<file path="config.mk">
export PLATFORM = sky130hd
export DESIGN_NAME = csl_led_top
export DESIGN_NICKNAME = d
export VERILOG_FILES = /design/src/rtl/csl_flash.v /design/src/rtl/csl_wb_regs.v /design/src/rtl/csl_led_top.v
export VERILOG_INCLUDE_DIRS = /design/src /design/src/rtl
export SDC_FILE = /design/constraint.sdc
export NUM_CORES = 1
export LEC_CHECK = 0
export BUFFER_PORTS_ARGS = -buffer_cell sky130_fd_sc_hd__buf_4
export CAP_MARGIN = 20
export CORE_ASPECT_RATIO = 1.5
export CORE_MARGIN = 1.5
export CORE_UTILIZATION = 55
export DETAILED_ROUTE_END_ITERATION = 8
export PLACE_DENSITY = 0.8
export REMOVE_ABC_BUFFERS = 1
export SYNTH_ARGS = -nofsm -noshare
export SYNTH_HDL_FRONTEND = slang
export SYNTH_SLANG_ARGS = --single-unit
</file>
<file path="constraint.sdc">
create_clock -name clk_i -period 7.4 [get_ports clk_i]
set_clock_uncertainty 0.2 [all_clocks]
set_input_delay 0.37 -clock clk_i [delete_from_list [all_inputs] [get_ports clk_i]]
set_output_delay 0.37 -clock clk_i [all_outputs]
set_load 0.1 [all_outputs]
</file>
<file path="src/rtl/csl_map.vh">
// Register map, field positions and timing constants of the status LED encoder
`ifndef CSL_MAP_VH
`define CSL_MAP_VH

// Word offsets on the register bus
`define CSL_ADR_CTRL        8'h00
`define CSL_ADR_STAT        8'h04
`define CSL_ADR_EVT         8'h08
`define CSL_ADR_SCRIPT      8'h0c
`define CSL_ADR_LED         8'h10

// Reset values
`define CSL_CTRL_RST        8'h00
`define CSL_STAT_RST        8'h00
`define CSL_SCRIPT_RST      8'h00

// Control fields
`define CSL_CTRL_MODE_LSB   0
`define CSL_CTRL_MODE_MSB   2
`define CSL_CTRL_MASTER     3

// Mode encodings
`define CSL_MODE_OFF        3'h0
`define CSL_MODE_DP         3'h1
`define CSL_MODE_RTU        3'h2
`define CSL_MODE_ASCII      3'h3
`define CSL_MODE_SCRIPT     3'h4

// Status level fields
`define CSL_ST_CFG_OK       0
`define CSL_ST_READY        1
`define CSL_ST_DP_RUN       2
`define CSL_ST_DP_CFG_BAD   3
`define CSL_ST_DP_STOP      4
`define CSL_ST_BUSY         5
`define CSL_ST_STOPPED      6

// Event fields, write one to fire
`define CSL_EV_EXCEPT       0
`define CSL_EV_NO_REPLY     1
`define CSL_EV_PARITY       2
`define CSL_EV_CHECKSUM     3
`define CSL_EV_BAD_FUNC     4
`define CSL_EV_BAD_ADDR     5
`define CSL_EV_APP_FAIL     6
`define CSL_EV_GOOD_XCHG    7

// Script control fields
`define CSL_SC_LOADING      0
`define CSL_SC_RUNNING      1
`define CSL_SC_HALTED       2
`define CSL_SC_RED          3
`define CSL_SC_GREEN        4

// Indication codes
`define CSL_IND_OFF         4'h0
`define CSL_IND_GREEN       4'h1
`define CSL_IND_RED         4'h2
`define CSL_IND_RED_FAST    4'h3
`define CSL_IND_RED_SLOW    4'h4
`define CSL_IND_RED_ACYC    4'h5
`define CSL_IND_GREEN_FAST  4'h6
`define CSL_IND_RED_SINGLE  4'h7
`define CSL_IND_PASS        4'h8

// Timing, in milliseconds, and the clock rate
`define CSL_CLK_HZ          10000000
`define CSL_T_FAST_HALF_MS  100
`define CSL_T_SLOW_HALF_MS  500
`define CSL_T_ACYC_ON_MS    100
`define CSL_T_ACYC_OFF_MS   500
`define CSL_T_LOAD_OK_MS    500
`define CSL_T_SINGLE_ON_MS  200
`define CSL_T_SINGLE_OFF_MS 1000

`endif

</file>
<file path="src/rtl/csl_flash.v">
// On/off pattern generator with restart, used for every flashing indication
`timescale 1ns/1ps
module csl_flash
#(
   parameter CW = 24
)
(
   input  wire          clk_i,
   input  wire          rst_i,
   input  wire          ce_i,
   input  wire          restart_i,
   input  wire [CW-1:0] on_len_i,
   input  wire [CW-1:0] off_len_i,
   output reg           lit_o
);

   reg [CW-1:0] cnt;

   // Pattern always starts in the lit phase after a restart
   always @(posedge clk_i)
   begin
      if (rst_i)
      begin
         cnt   <= {CW{1'b0}};
         lit_o <= 1'b1;
      end
      else if (ce_i)
      begin
         if (restart_i)
         begin
            cnt   <= {CW{1'b0}};
            lit_o <= 1'b1;
         end
         else if (cnt >= (lit_o ? on_len_i : off_len_i) - 1'b1)
         begin
            cnt   <= {CW{1'b0}};
            lit_o <= ~lit_o;
         end
         else
         begin
            cnt <= cnt + 1'b1;
         end
      end
   end

endmodule

</file>
<file path="src/rtl/csl_wb_regs.v">
// Classic Wishbone slave holding control, status, event and script registers
`timescale 1ns/1ps
`include "csl_map.vh"
module csl_wb_regs
(
   input  wire        clk_i,
   input  wire        rst_i,
   input  wire        ce_i,
   input  wire        cyc_i,
   input  wire        stb_i,
   input  wire        we_i,
   input  wire [7:0]  adr_i,
   input  wire [3:0]  sel_i,
   input  wire [31:0] dat_i,
   output reg  [31:0] dat_o,
   output reg         ack_o,
   input  wire [7:0]  led_view_i,
   output reg  [7:0]  ctrl_o,
   output reg  [7:0]  stat_o,
   output reg  [7:0]  evt_o,
   output reg  [7:0]  script_o
);

   wire req;
   wire wr;

   // One access per request; ack drops the cycle after it rose
   assign req = cyc_i & stb_i & ~ack_o;
   assign wr  = req & we_i & sel_i[0];

   // Registered ack and read data, one wait state
   always @(posedge clk_i)
   begin
      if (rst_i)
      begin
         ack_o <= 1'b0;
         dat_o <= 32'h0000_0000;
      end
      else if (ce_i)
      begin
         ack_o <= req;
         dat_o <= 32'h0000_0000;
         if (req & ~we_i)
         begin
            case (adr_i)
               `CSL_ADR_CTRL   : dat_o <= {24'h00_0000, ctrl_o};
               `CSL_ADR_STAT   : dat_o <= {24'h00_0000, stat_o};
               `CSL_ADR_SCRIPT : dat_o <= {24'h00_0000, script_o};
               `CSL_ADR_LED    : dat_o <= {24'h00_0000, led_view_i};
               default         : dat_o <= 32'h0000_0000; // Events and holes read zero
            endcase
         end
      end
   end

   // Software writes; event bits are one-cycle pulses
   always @(posedge clk_i)
   begin
      if (rst_i)
      begin
         ctrl_o   <= `CSL_CTRL_RST;
         stat_o   <= `CSL_STAT_RST;
         script_o <= `CSL_SCRIPT_RST;
         evt_o    <= 8'h00;
      end
      else if (ce_i)
      begin
         evt_o <= 8'h00;
         if (wr)
         begin
            case (adr_i)
               `CSL_ADR_CTRL   : ctrl_o   <= dat_i[7:0];
               `CSL_ADR_STAT   : stat_o   <= dat_i[7:0];
               `CSL_ADR_EVT    : evt_o    <= dat_i[7:0];
               `CSL_ADR_SCRIPT : script_o <= dat_i[7:0];
               default         : ;
            endcase
         end
      end
   end

endmodule

</file>
<file path="src/rtl/csl_led_top.v">
// Communication status LED encoder: mode decode, error latch, script start-up, LED drive
//
// Behaviour
// - DP slave: green run, red bad config, red cyclic stop, red acyclic unconfigured
// - Modbus RTU: steady green while configured and ready or exchanging
// - RTU master: slave exception reply sets steady red
// - RTU master: no reply before response timeout sets steady red
// - RTU: parity or checksum fault on a received frame sets steady red
// - RTU slave: unsupported function code from master sets steady red
// - RTU slave: access to nonexistent register or coil sets steady red
// - RTU slave: application late or answering with error sets steady red
// - RTU: red stays until an error-free exchange clears it
// - RTU: dark during initialisation or with invalid configuration
// - ASCII: green flashes at 5 Hz while sending or receiving
// - ASCII: steady green while idle and ready
// - ASCII: red flashes at 5 Hz when configured and stopped
// - ASCII: red flashes at 1 Hz with no configuration
// - ASCII: dark during initialisation
// - Script mode: own encoding when idle, script colours pass while running
// - Script start-up: steady red while the script is located and loaded
// - After a good load: green about 0.5 s, then off before script control
// - Script error or halt: red 200 ms flash, 1000 ms off; green holds
`timescale 1ns/1ps
`include "csl_map.vh"
module csl_led_top
#(
   parameter CLK_HZ    = `CSL_CLK_HZ,
   parameter CW        = 24,
   parameter FAST_HALF = `CSL_T_FAST_HALF_MS * (CLK_HZ / 1000),
   parameter SLOW_HALF = `CSL_T_SLOW_HALF_MS * (CLK_HZ / 1000),
   parameter ACYC_ON   = `CSL_T_ACYC_ON_MS * (CLK_HZ / 1000),
   parameter ACYC_OFF  = `CSL_T_ACYC_OFF_MS * (CLK_HZ / 1000),
   parameter LOAD_OK   = `CSL_T_LOAD_OK_MS * (CLK_HZ / 1000),
   parameter SGL_ON    = `CSL_T_SINGLE_ON_MS * (CLK_HZ / 1000),
   parameter SGL_OFF   = `CSL_T_SINGLE_OFF_MS * (CLK_HZ / 1000)
)
(
   input  wire        clk_i,
   input  wire        rst_i,
   input  wire        ce_i,
   input  wire        cyc_i,
   input  wire        stb_i,
   input  wire        we_i,
   input  wire [7:0]  adr_i,
   input  wire [3:0]  sel_i,
   input  wire [31:0] dat_i,
   output wire [31:0] dat_o,
   output wire        ack_o,
   output reg         led_red_o,
   output reg         led_green_o
);

   localparam [CW-1:0] L_FAST     = FAST_HALF;
   localparam [CW-1:0] L_SLOW     = SLOW_HALF;
   localparam [CW-1:0] L_ACYC_ON  = ACYC_ON;
   localparam [CW-1:0] L_ACYC_OFF = ACYC_OFF;
   localparam [CW-1:0] L_LOAD_OK  = LOAD_OK;
   localparam [CW-1:0] L_SGL_ON   = SGL_ON;
   localparam [CW-1:0] L_SGL_OFF  = SGL_OFF;

   // Script start-up states
   localparam [1:0] SS_IDLE  = 2'd0;
   localparam [1:0] SS_LOAD  = 2'd1;
   localparam [1:0] SS_SHOW  = 2'd2;
   localparam [1:0] SS_DONE  = 2'd3;

   wire [7:0]    ctrl;
   wire [7:0]    stat;
   wire [7:0]    evt;
   wire [7:0]    script;
   wire [7:0]    led_view;
   wire [2:0]    mode;
   wire          master;
   wire          cfg_ok;
   wire          ready;
   wire          rtu_err_ev;
   wire          flash_lit;
   wire          restart;

   reg           rtu_err;
   reg  [1:0]    sst;
   reg  [1:0]    next_sst;
   reg  [CW-1:0] show_cnt;
   reg  [3:0]    ind;
   reg  [3:0]    ind_q;
   reg  [CW-1:0] on_len;
   reg  [CW-1:0] off_len;
   reg           next_red;
   reg           next_green;
   reg           green_keep;

   assign mode   = ctrl[`CSL_CTRL_MODE_MSB:`CSL_CTRL_MODE_LSB];
   assign master = ctrl[`CSL_CTRL_MASTER];
   assign cfg_ok = stat[`CSL_ST_CFG_OK];
   assign ready  = stat[`CSL_ST_READY];

   // Bus slave and the software-visible registers
   csl_wb_regs u_regs
   (
      .clk_i      (clk_i),
      .rst_i      (rst_i),
      .ce_i       (ce_i),
      .cyc_i      (cyc_i),
      .stb_i      (stb_i),
      .we_i       (we_i),
      .adr_i      (adr_i),
      .sel_i      (sel_i),
      .dat_i      (dat_i),
      .dat_o      (dat_o),
      .ack_o      (ack_o),
      .led_view_i (led_view),
      .ctrl_o     (ctrl),
      .stat_o     (stat),
      .evt_o      (evt),
      .script_o   (script)
   );

   // Error causes, sorted by role so stray events of the other role are ignored
   assign rtu_err_ev =
      (master & evt[`CSL_EV_EXCEPT]) |
      (master & evt[`CSL_EV_NO_REPLY]) |
      evt[`CSL_EV_PARITY] | evt[`CSL_EV_CHECKSUM] |
      (~master & evt[`CSL_EV_BAD_FUNC]) |
      (~master & evt[`CSL_EV_BAD_ADDR]) |
      (~master & evt[`CSL_EV_APP_FAIL]);

   // Sticky error: a new error in the same cycle as a clean exchange wins
   always @(posedge clk_i)
   begin
      if (rst_i)
         rtu_err <= 1'b0;
      else if (ce_i)
      begin
         if (mode != `CSL_MODE_RTU)
            rtu_err <= 1'b0;
         else if (rtu_err_ev)
            rtu_err <= 1'b1;
         else if (evt[`CSL_EV_GOOD_XCHG])
            rtu_err <= 1'b0;
      end
   end

   // Script start-up sequence: load, green acknowledge, hand-over
   always @*
   begin
      next_sst = sst;
      case (sst)
         SS_IDLE :
            if (script[`CSL_SC_LOADING])
               next_sst = SS_LOAD;
         SS_LOAD :
            if (script[`CSL_SC_HALTED])
               next_sst = SS_IDLE;
            else if (~script[`CSL_SC_LOADING])
               next_sst = SS_SHOW;
         SS_SHOW :
            if (show_cnt >= L_LOAD_OK - 1'b1)
               next_sst = SS_DONE;
         SS_DONE :
            if (script[`CSL_SC_LOADING])
               next_sst = SS_LOAD;
         default : next_sst = SS_IDLE;
      endcase
   end

   // Sequencer state and the 0.5 s acknowledge timer
   always @(posedge clk_i)
   begin
      if (rst_i)
      begin
         sst      <= SS_IDLE;
         show_cnt <= {CW{1'b0}};
      end
      else if (ce_i)
      begin
         if (mode != `CSL_MODE_SCRIPT)
            sst <= SS_IDLE;
         else
            sst <= next_sst;
         if (sst == SS_SHOW)
            show_cnt <= show_cnt + 1'b1;
         else
            show_cnt <= {CW{1'b0}};
      end
   end

   // Indication chosen from mode and status; priorities follow severity
   always @*
   begin
      ind = `CSL_IND_OFF;
      case (mode)
         `CSL_MODE_DP :
         begin
            if (~cfg_ok)
               ind = `CSL_IND_RED_ACYC;
            else if (stat[`CSL_ST_DP_CFG_BAD])
               ind = `CSL_IND_RED;
            else if (stat[`CSL_ST_DP_STOP])
               ind = `CSL_IND_RED_FAST;
            else if (stat[`CSL_ST_DP_RUN])
               ind = `CSL_IND_GREEN;
         end
         `CSL_MODE_RTU :
         begin
            if (~cfg_ok | ~ready)
               ind = `CSL_IND_OFF;
            else if (rtu_err)
               ind = `CSL_IND_RED;
            else
               ind = `CSL_IND_GREEN;
         end
         `CSL_MODE_ASCII :
         begin
            if (~cfg_ok)
               ind = `CSL_IND_RED_SLOW;
            else if (~ready)
               ind = `CSL_IND_OFF;
            else if (stat[`CSL_ST_STOPPED])
               ind = `CSL_IND_RED_FAST;
            else if (stat[`CSL_ST_BUSY])
               ind = `CSL_IND_GREEN_FAST;
            else
               ind = `CSL_IND_GREEN;
         end
         `CSL_MODE_SCRIPT :
         begin
            if (script[`CSL_SC_HALTED])
               ind = `CSL_IND_RED_SINGLE;
            else if (sst == SS_LOAD)
               ind = `CSL_IND_RED;
            else if (sst == SS_SHOW)
               ind = `CSL_IND_GREEN;
            else if (sst == SS_DONE && script[`CSL_SC_RUNNING])
               ind = `CSL_IND_PASS;
            else
               ind = `CSL_IND_OFF;
         end
         default : ind = `CSL_IND_OFF;
      endcase
   end

   // Phase lengths; cyclic patterns use equal halves
   always @*
   begin
      on_len  = L_FAST;
      off_len = L_FAST;
      case (ind)
         `CSL_IND_RED_SLOW :
         begin
            on_len  = L_SLOW;
            off_len = L_SLOW;
         end
         `CSL_IND_RED_ACYC :
         begin
            on_len  = L_ACYC_ON;
            off_len = L_ACYC_OFF;
         end
         `CSL_IND_RED_SINGLE :
         begin
            on_len  = L_SGL_ON;
            off_len = L_SGL_OFF;
         end
         default :
         begin
            on_len  = L_FAST;
            off_len = L_FAST;
         end
      endcase
   end

   // A changed indication always begins with a fresh lit phase
   assign restart = (ind != ind_q);

   csl_flash #(.CW(CW)) u_flash
   (
      .clk_i     (clk_i),
      .rst_i     (rst_i),
      .ce_i      (ce_i),
      .restart_i (restart),
      .on_len_i  (on_len),
      .off_len_i (off_len),
      .lit_o     (flash_lit)
   );

   // Colour decode; red wins any overlap so both never light together
   always @*
   begin
      next_red   = 1'b0;
      next_green = 1'b0;
      case (ind)
         `CSL_IND_GREEN      : next_green = 1'b1;
         `CSL_IND_RED        : next_red   = 1'b1;
         `CSL_IND_RED_FAST,
         `CSL_IND_RED_SLOW,
         `CSL_IND_RED_ACYC   : next_red   = flash_lit & ~restart;
         `CSL_IND_GREEN_FAST : next_green = flash_lit & ~restart;
         `CSL_IND_RED_SINGLE :
         begin
            next_red   = flash_lit & ~restart;
            next_green = green_keep & ~next_red;
         end
         `CSL_IND_PASS :
         begin
            next_red   = script[`CSL_SC_RED];
            next_green = script[`CSL_SC_GREEN] & ~script[`CSL_SC_RED];
         end
         default :
         begin
            next_red   = 1'b0;
            next_green = 1'b0;
         end
      endcase
   end

   // LED drive registers; reset blanks both colours
   always @(posedge clk_i)
   begin
      if (rst_i)
      begin
         led_red_o   <= 1'b0;
         led_green_o <= 1'b0;
         ind_q       <= `CSL_IND_OFF;
         green_keep  <= 1'b0;
      end
      else if (ce_i)
      begin
         led_red_o   <= next_red;
         led_green_o <= next_green;
         ind_q       <= ind;
         if (ind != `CSL_IND_RED_SINGLE)
            green_keep <= next_green; // Frozen during a halt so green returns after each flash
      end
   end

   // Readback of block state
   assign led_view = {led_green_o, led_red_o, rtu_err, sst[0], ind};

endmodule

</file>
# ---- After elaboration in Yosys (flattened, before gate mapping)
# Cells that the tools add are included.
dict set report word_totals {
  regBits 124
  latchBits 0
  ram_bits 0
  romBits 0
  in_bits 50
  wordCells 128
  memories 0
}
dict set report op_classes {
  addsub 3
  multipliers 0
  div_mod_pow 0
  order_cmp 2
  eq_ne 26
  shift 0
  muxes 38
  bitwise_logic 29
  n_reduce_logical 15
}
# cell count
set ops {}
lappend ops {{$mux W24} 4}
lappend ops {{$add A24 B1 Y24 const B} 2}
lappend ops {{$pmux W24 S2} 1}
lappend ops {{$pmux W23 S2} 1}
lappend ops {{$mux W32} 1}
lappend ops {{$pmux W8 S4} 1}
lappend ops {{$ge A24 B23 Y1 const B} 1}
lappend ops {{$ge A24 B24 Y1} 1}
lappend ops {{$sub A24 B1 Y24 const B} 1}
lappend ops {{$mux W2} 9}
lappend ops {{$eq A4 B3 Y1 const B} 4}
lappend ops {{$eq A8 B4 Y1 const B} 2}
lappend ops {{$mux W4} 4}
lappend ops {{$mux W8} 2}
lappend ops {{$pmux W4 S4} 1}
lappend ops {{$mux W3} 5}
lappend ops {{$and A1 B1 Y1} 13}
lappend ops {{$not A1 Y1} 9}
lappend ops {{$reduce_and A3 Y1} 3}
lappend ops {{$eq A4 B2 Y1 const B} 2}
lappend ops {{$eq A8 B3 Y1 const B} 1}
lappend ops {{$eq A8 B5 Y1 const B} 1}
lappend ops {{$logic_not A8 Y1} 1}
lappend ops {{$ne A4 B3 Y1 const B} 2}
lappend ops {{other kinds (24)} 41}

# ---- Longest topological paths before layout
# Gate-level depths: netlist of run 1.
dict set report depth {
  depth_word 15
  depth_mapped 17
  depth_no_buf 16
}

# ---- Hierarchy
# A second synthesis of run 1 with hierarchy kept.
dict set report unflattened {
  hier_cells 752
  hier_area_um2 6774.0
}
# module n_inst cells_each area_each_um2 seq_area_each_um2
set modules_own_cells {}
lappend modules_own_cells {csl_flash 1 301 2757.6 500.5}
lappend modules_own_cells {csl_wb_regs 1 216 2068.2 820.8}
lappend modules_own_cells {csl_led_top 1 235 1948.1 680.7}

# ---- Worst setup path before layout of run 1
# OpenSTA, ideal clock, no wires.
dict set report synth_path {
  kind {reg-to-reg}
  start {register sst[0]}
  end {register u_flash.cnt[10]}
  arrival_ps 3820
  required_time_ps 7122
  path_slack_ps 3302
  stages_incl_launch_ff 18
  path_buffers 1
  synth_period_minus_slack_ps 4098
  path_cell_list {dfxtp_1 -> inv_1 -> ha_1 -> or2_2 -> a21oi_1 -> o211ai_2 -> a21oi_1 -> nor2_1 -> xor2_1 -> ha_1 -> a21o_1 -> a31oi_1 -> o311ai_1 -> or3_1 -> a221oi_1 -> a21oi_2 -> buf_4 -> nor3_1}
}
dict set report synth_between {
  elab_chain_len 15
}
# element line
set synth_lines {}
lappend synth_lines {{start, declared} csl_led_top.v:81} ;# reg [1:0] sst;
lappend synth_lines {{start signal, assigned} csl_led_top.v:179} ;# sst <= next_sst;
lappend synth_lines {{$eq A2 B2 Y1} csl_led_top.v:233} ;# else if (sst == SS_DONE && script[`CSL_SC_RUNNING])
lappend synth_lines {{$logic_and A1 B1 Y1} csl_led_top.v:233}
lappend synth_lines {{$mux W4} csl_led_top.v:233}
lappend synth_lines {{$mux W4} csl_led_top.v:231} ;# else if (sst == SS_SHOW)
lappend synth_lines {{$mux W4 (*)} csl_led_top.v:229} ;# else if (sst == SS_LOAD)
lappend synth_lines {{$mux W4 (*)} csl_led_top.v:227} ;# if (script[`CSL_SC_HALTED])
lappend synth_lines {{$pmux W4 S4 (*)} csl_led_top.v:191} ;# case (mode)
lappend synth_lines {{$eq A4 B3 Y1} csl_led_top.v:247} ;# case (ind)
lappend synth_lines {{$reduce_or A2 Y1 (no line)} n/a}
lappend synth_lines {{$pmux W24 S2} csl_led_top.v:247}
lappend synth_lines {{$mux W24} csl_flash.v:34} ;# else if (cnt >= (lit_o ? on_len_i : off_len_i) - 1'b1)
lappend synth_lines {{$sub A24 B1 Y24} csl_flash.v:34}
lappend synth_lines {{$ge A24 B24 Y1} csl_flash.v:34}
lappend synth_lines {{$mux W24} csl_flash.v:34}
lappend synth_lines {{$mux W24 (*)} csl_flash.v:29} ;# if (restart_i)
lappend synth_lines {{end signal, assigned} csl_flash.v:31} ;# cnt <= {CW{1'b0}};
lappend synth_lines {{end signal, assigned} csl_flash.v:36} ;# cnt <= {CW{1'b0}};
lappend synth_lines {{end signal, assigned} csl_flash.v:41} ;# cnt <= cnt + 1'b1;
lappend synth_lines {{end, declared} csl_flash.v:17} ;# reg [CW-1:0] cnt;
# Mark *: on every way between the ends. The rest lies on a longest branch, timed or not.
# A chain may end at the register's enable or synchronous reset.

# ---- Worst setup path after layout of run 1
dict set report layout_path {
  start {register sst[0]}
  end {register u_flash.cnt[8]}
}
# Same word-level chain as after synthesis.

==> results of run 1 <==
-- where the power goes --
part           switching, W  internal (W)
combinational     0.0000877     0.0000170
clock              0.000221      0.000270
sequential       0.00000326      0.000540
total              0.000312      0.000828
-- registers in the layout (all words and copies together) (netlist names) --
register / flops
show_cnt: 24
u_flash.cnt: 24
u_regs.ctrl_o: 8
u_regs.dat_o: 8
u_regs.evt_o: 8
u_regs.script_o: 8
u_regs.stat_o: 8
ind_q: 4
sst: 2
green_keep: 1
led_green_o: 1
led_red_o: 1
rtu_err: 1
u_flash.lit_o: 1
u_regs.ack_o: 1
-- worst paths after layout --
kind	endpoint	slack, ps	cells past startpoint
setup / recovery	u_flash.cnt[8]	2300	16
hold / removal	u_regs.script_o[1]	90	3
setup reg to reg	u_flash.cnt[8]	2300	16
hold reg to reg	led_green_o	280	2
-- cell usage after synthesis (5+ instances only) --
master / number / share of area [%]
a211oi_1: 7 / 0.96
and3_1: 8 / 0.92
a22oi_1: 11 / 1.5
nor3_1: 32 / 2.9
a21oi_1: 27 / 2.5
o21ai_0: 14 / 1.3
or3_1: 7 / 0.80
xnor2_1: 12 / 1.9
clkbuf_1: 20 / 1.4
buf_4: 27 / 3.7
nand3_1: 19 / 1.7
nand4_1: 16 / 1.8
nand2b_1: 5 / 0.57
ha_1: 24 / 5.5
dfxtp_1: 100 / 37
nand4b_1: 6 / 0.96
a22o_1: 6 / 0.96
a222oi_1: 5 / 0.92
inv_1: 11 / 0.76
nor2_1: 93 / 6.4
nor2b_1: 7 / 0.80
xor2_1: 31 / 5.0
nand2_1: 41 / 2.8
mux2i_1: 29 / 5.3
-- critical path: stages (launching register included) --
cell	delay, ps
dfxtp_1	420
inv_1	80
ha_1	240
or2_2	320
a21oi_1	180
o211ai_2	230
a21oi_1	390
nor2_1	110
xor2_1	160
ha_1	180
a21o_1	170
a31oi_1	220
o311ai_1	120
or3_1	390
a221oi_1	800
a21oi_2	440
nor4_1	350
-- metal layers --
metal | track usage, % | vias up
met2 | 42.8 | 105
met1 | 27.0 | 2134
met5 | 0 | -
met3 | 4.36 | 26
li1 | - | 2244
met4 | 9.58 | 0
-- per-stage QoR --
stage / setup slack, ps / power [W]
after floorplan: 3130 / 0.000631
after global placement: 2510 / 0.000659
after detailed placement: 2390 / 0.000660
after CTS: 2360 / 0.00115
after global routing: 1980 / 0.00118
final: 2300 / 0.00114
-- cell families (layout without fill, tap and decap cells) --
group / count (synthesis) / in the layout
compound gates: 103 / 103
simple gates: 266 / 266
xor+xnor: 44 / 44
other cells: 2 / 26
fa+ha+maj: 24 / 24
mux: 29 / 29
flops: 100 / 100
buf+inv: 64 / 62
-- layout make-up --
| cell class | instances | area share (%) |
|---|---|---|
| Clock buffer | 9 | 3.78 |
| Inverter | 12 | 0.840 |
| Sequential cell | 100 | 33.6 |
| Tap cell | 115 | 2.41 |
| Clock inverter | 7 | 1.53 |
| Timing Repair Buffer | 34 | 4.28 |
| Multi-Input combinational cell | 492 | 53.6 |
==> results.toml, run 1 <==
[pwr]
power_leakage_nw = 2.40
vdd_ir_drop_max_mv = 0.188
pd_cells_nw_per_um2 = 191

[cells_and_area]
area_growth_pct = 9.14
regArea_um2 = 2000
final_nets = 723
n_antenna_cell = 0
fillers = 840
core_util_final_pct = 61.5
layout_commonest_cell = "dfxtp_1"
layoutNonFillerInstCount = 769
share_of_layout_cells_above_drive_strength_1_pct = 10.6
total_area_of_multi_input_combinational_cells_um2 = 3190
mostFrequentLayoutCells = "dfxtp_1, nor2_1, nand2_1"
post_route_cell_area_um2 = 5960

[sta]
finalHoldViolations = 0
final.hold.worst_slack_ps = 87.4
final_period_minus_worst_setup_slack_ps = 5100
tightest_slew_ps = 1050
setup_total_negative_slack_ps = 0
min_period_over_period_pct = 68.9
rsz0062_at_grt = "false"
maxSlewViolCount = 0
fmax_ghz = 0.196
slew_headroom_pct = 29.2
setup-violations-final = 0

[setup_path]
setup.worst_path.start = "sst[0]"
worst-endpoint-required_ps = 7460
worstReg2RegStart = "sst[0]"
critical_path_arrival_ps = 5150
worst_setup_path_end_kind = "register"
timing.critical_path.from_type = "register"
crit_fanout = 21
setup.worst_path.class = "register to register"

[route]
top_signal_layer_used = "met4"
met3WireLength_um = 488
detailed_routing_iteration_count_for_the_pre_antenna_repair_pass = 5
dr_wl_met2_mm = 6.31
detail_route.wirelength.met1_mm = 4.97
remaining_drc_errors = 0
route.final.wire_length_mm = 12.1
via_count = 4509
drt-wirelength-per-cell_um = 15.8
antenna_left = 0
via_per_inst = 5.86
drt_first_iter_violations = 204

[synth]
synthDistinctLibCells = 71
synth_cells = 632
number_of_flops_mapped_to_enable_cells_by_yosys = 0
synthesis_stage_register_bit_count = 100
synth_fa_ha_area_share_pct = 5.50
synth-simple-area-share_pct = 25.2
synth_mux_area_share_pct = 5.32
synth_warnings = 0
post_synth_xor_area_fraction_pct = 7.20
synth.yosys.seq_area_share_pct = 36.7
synth-compound-area-share_pct = 13.5
synthesis.area_um2 = 5460
asyncSetResetFlopFracSynth_pct = 0
postSynthAreaPerCell_um2 = 8.64
synth_top_family_by_area = "simple AND/OR/NAND/NOR gates"
synthFlopType = "dfxtp_1"

[global_route]
grt_start_max_net_pins = 80
grt_first_pass_wirelength_mm = 20.4
globalRouteTotalUtil_pct = 23.6
global_route.overflow_total = 0
grt_pass1_vias = 4354
antenna_found_initial = 0

[placement]
routability_cong = 0.925
dp.cells = 753
portBuffers = 33
hpwlAfterDp_mm = 8.58
post_dp_cell_area_um2 = 5640

[hold_path]
min-delay-start = "dat_i[1]"
timing.hold.worst.class = "input port to register"

[floorplanning]
pin_count = 85
floorplan.die.height_um = 125
initial_utilization_pct = 56.4
core_region_area_um2 = 9690
fp.dieArea_um2 = 10500
std_cell_rows = 44
die_w_um = 84.4

[clocking]
htree_num_levels = 3
worstSkewPairLatency_ps = 350
postCtsHoldBufs = 0
path_clk_slew_ps = 70
cts_sinks = 100
tritoncts = "built"
clock_path_buffers = 2
postCtsSetupBuffers = 0
cts_resized = 0
cts_made_buffers = 9
cell_at_the_root_of_the_clock_tree = "clkbuf_16"

[outcome]
status = "finished clean"

[flow_run]
maxCapViolations = 0
No activity file was read; power rests on OpenSTA's default activity.
==> run 2: changes to the inputs <==
--- a/config.mk
+++ b/config.mk
@@ -10,9 +10,9 @@
 export CAP_MARGIN = 20
 export CORE_ASPECT_RATIO = 1.5
 export CORE_MARGIN = 1.5
-export CORE_UTILIZATION = 55
+export CORE_UTILIZATION = 52
 export DETAILED_ROUTE_END_ITERATION = 8
-export PLACE_DENSITY = 0.8
+export PLACE_DENSITY = 0.79
 export REMOVE_ABC_BUFFERS = 1
 export SYNTH_ARGS = -nofsm -noshare
 export SYNTH_HDL_FRONTEND = slang
==> constraint.sdc (replaced) <==
create_clock -name clk_i -period 4.4 [get_ports clk_i]
set_clock_uncertainty 0.2 [all_clocks]
set_input_delay 0.22 -clock clk_i [delete_from_list [all_inputs] [get_ports clk_i]]
set_output_delay 0.22 -clock clk_i [all_outputs]
set_load 0.1 [all_outputs]
==> results.toml, run 2 (same netlist as run 1, synthesis figures left out) <==
[clocking]
cts_made_buffers = 9
clock_path_buffers = 2
cell_at_the_root_of_the_clock_tree = "clkbuf_16"
cts_sinks = 100
worstSkewPairLatency_ps = 350
tritoncts = "built"
path_clk_slew_ps = 70
htree_num_levels = 3

[sta]
post-route-worst-setup-slack_ps = 356
slew_headroom_pct = 30.5
final_period_minus_worst_setup_slack_ps = 4040
fmax_ghz = 0.247
min_period_over_period_pct = 91.9
maxSlewViolCount = 0
tightest_slew_ps = 1030
setup_total_negative_slack_ps = 0
rsz0062_at_grt = "false"
setup-violations-final = 0
finalHoldViolations = 0

[setup_path]
path_cells = "inv_1 -> ha_1 -> or2_2 -> a21oi_1 -> o211ai_2 -> o21a_1 -> a21oi_1 -> ha_1 -> a21o_1 -> a31oi_1 -> o311ai_1 -> or3_1 -> a221oi_4 -> a21oi_2 -> buf_12 -> nor3_1"
critical_path_arrival_ps = 4110
critical-path-max-stage-delay_ps = 420
crit_fanout = 15
crit_path_top_delay_cell = "or3_1"
worst-endpoint-required_ps = 4470
critical_path_buf_inv_count = 2
timing.critical_path.from_type = "register"
worstReg2RegStart = "sst[0]"
reg2regPathDepth = 16
crit_family = "compound AO/OA/AOI/OAI gates"
setup.worst_path.class = "register to register"
crit-reg2reg-capture = "u_flash.cnt[16]"
minimum_setup_slack_among_reg_to_reg_paths_ps = 360
worst_setup_path_end_kind = "register"

[floorplanning]
die_w_um = 86.7
initial_utilization_pct = 53.6
std_cell_rows = 45
floorplan.die.height_um = 129
fp.dieArea_um2 = 11100
pin_count = 85
core_region_area_um2 = 10200

[pwr]
pd_cells_nw_per_um2 = 312
power_leakage_nw = 2.49
vdd_ir_drop_max_mv = 0.174

[cells_and_area]
reg_top3 = "show_cnt: 24 flops, u_flash.cnt: 24 flops"
n_antenna_cell = 0
area_growth_pct = 12.9
final_nets = 739
layout_commonest_cell = "dfxtp_1"
mostFrequentLayoutCells = "dfxtp_1, nor2_1, nand2_1, buf_4, nor3_1"
share_of_layout_cells_above_drive_strength_1_pct = 11.9
fillers = 886

[global_route]
grt_first_pass_wirelength_mm = 20.3
global_route.overflow_total = 0
grt_pass1_vias = 4560
antenna_found_initial = 0
globalRouteTotalUtil_pct = 22.7
grt_start_max_net_pins = 80

[hold_path]
hold_path_cells = 3
timing.hold.worst.class = "input port to register"
min-delay-start = "stb_i"
holdPathEnd = "u_regs.ack_o"

[route]
remaining_drc_errors = 0
detailed_routing_iteration_count_for_the_pre_antenna_repair_pass = 5
drt-wirelength-per-cell_um = 14.9
route.final.wire_length_mm = 12.1
via_count = 4603
via_per_inst = 5.68
drt_first_iter_violations = 235
antenna_left = 0

[flow_run]
maxCapViolations = 0

[placement]
routability_cong = 0.816
portBuffers = 33
hpwlAfterDp_mm = 8.60
placement.setup.worst_slack_ps = 111

[outcome]
status = "finished clean"
## run 2: per-stage QoR
stage / total power (W) / std cells / instance area, um^2 / utilization [%] / hold slack [ps]
2_1_floorplan: 0.00106 / 604 / 5240 / - / 89.1
3_3_place_gp: 0.00111 / 787 / 5750 / 56.4 / 254
3_5_place_dp: 0.00111 / 787 / 5750 / 56.4 / 267
4_1_cts: 0.00194 / 811 / 6140 / 60.3 / 65.0
5_1_grt: 0.00199 / 811 / 6160 / 60.5 / 85.5
6_report: 0.00192 / 811 / 6160 / 60.5 / 47.9
## run 2: what timing repair did
item | in CTS | in global routing
hold buffers | 8 | 0
setup endpoints to repair | 0 | 25
endpoints found under the hold margin | 32 | 0
setup buffers | 0 | 0
gates resized for setup | 0 | 4
## run 2: power breakdown
group / total (W) / internal, W / switching (W)
Combinational: 0.000185 / 0.0000357 / 0.000149
Clock: 0.000824 / 0.000456 / 0.000368
Sequential: 0.000915 / 0.000909 / 0.00000544
## run 2: area by class of cell
type | count | area [um^2] | area share (%)
flip-flops and latches | 100 | 2000 | 32.5
clock inverters | 7 | 87.6 | 1.42
inverters | 12 | 50.0 | 0.812
clock buffers | 9 | 225 | 3.65
well taps | 141 | 176 | 2.86
multi-input cells | 492 | 3210 | 52.1
repair buffers | 50 | 408 | 6.62
## run 2: routing by layer
layer	up-vias	wire length, um	GRT usage [%]	share of wire [%]
met5	-	0	0	0
li1	2277	-	-	-
met4	0	364	11.2	3.0
met3	28	441	4.23	3.6
met1	2178	5010	24.9	41
met2	120	6310	41.2	52
## run 2: tightest hold or removal path: stages
cell      delay [ps]
buf_4            110
nand4b_1         130
a21oi_1           80
## run 2: how the worst max path moves through the flow
| stage | start | slack, ps | cells after the start | endpoint |
|---|---|---|---|---|
| 5_1_grt | sst[0] | 30 | 17 | u_flash.cnt[13] |
| 4_1_cts | sst[0] | 90 | 17 | u_flash.cnt[14] |
| 3_5_place_dp | sst[0] | 110 | 17 | u_flash.cnt[16] |
| 2_1_floorplan | sst[0] | 130 | 16 | u_flash.cnt[8] |
| 3_3_place_gp | sst[0] | 270 | 17 | u_flash.cnt[16] |
| 6_report | sst[0] | 360 | 16 | u_flash.cnt[16] |
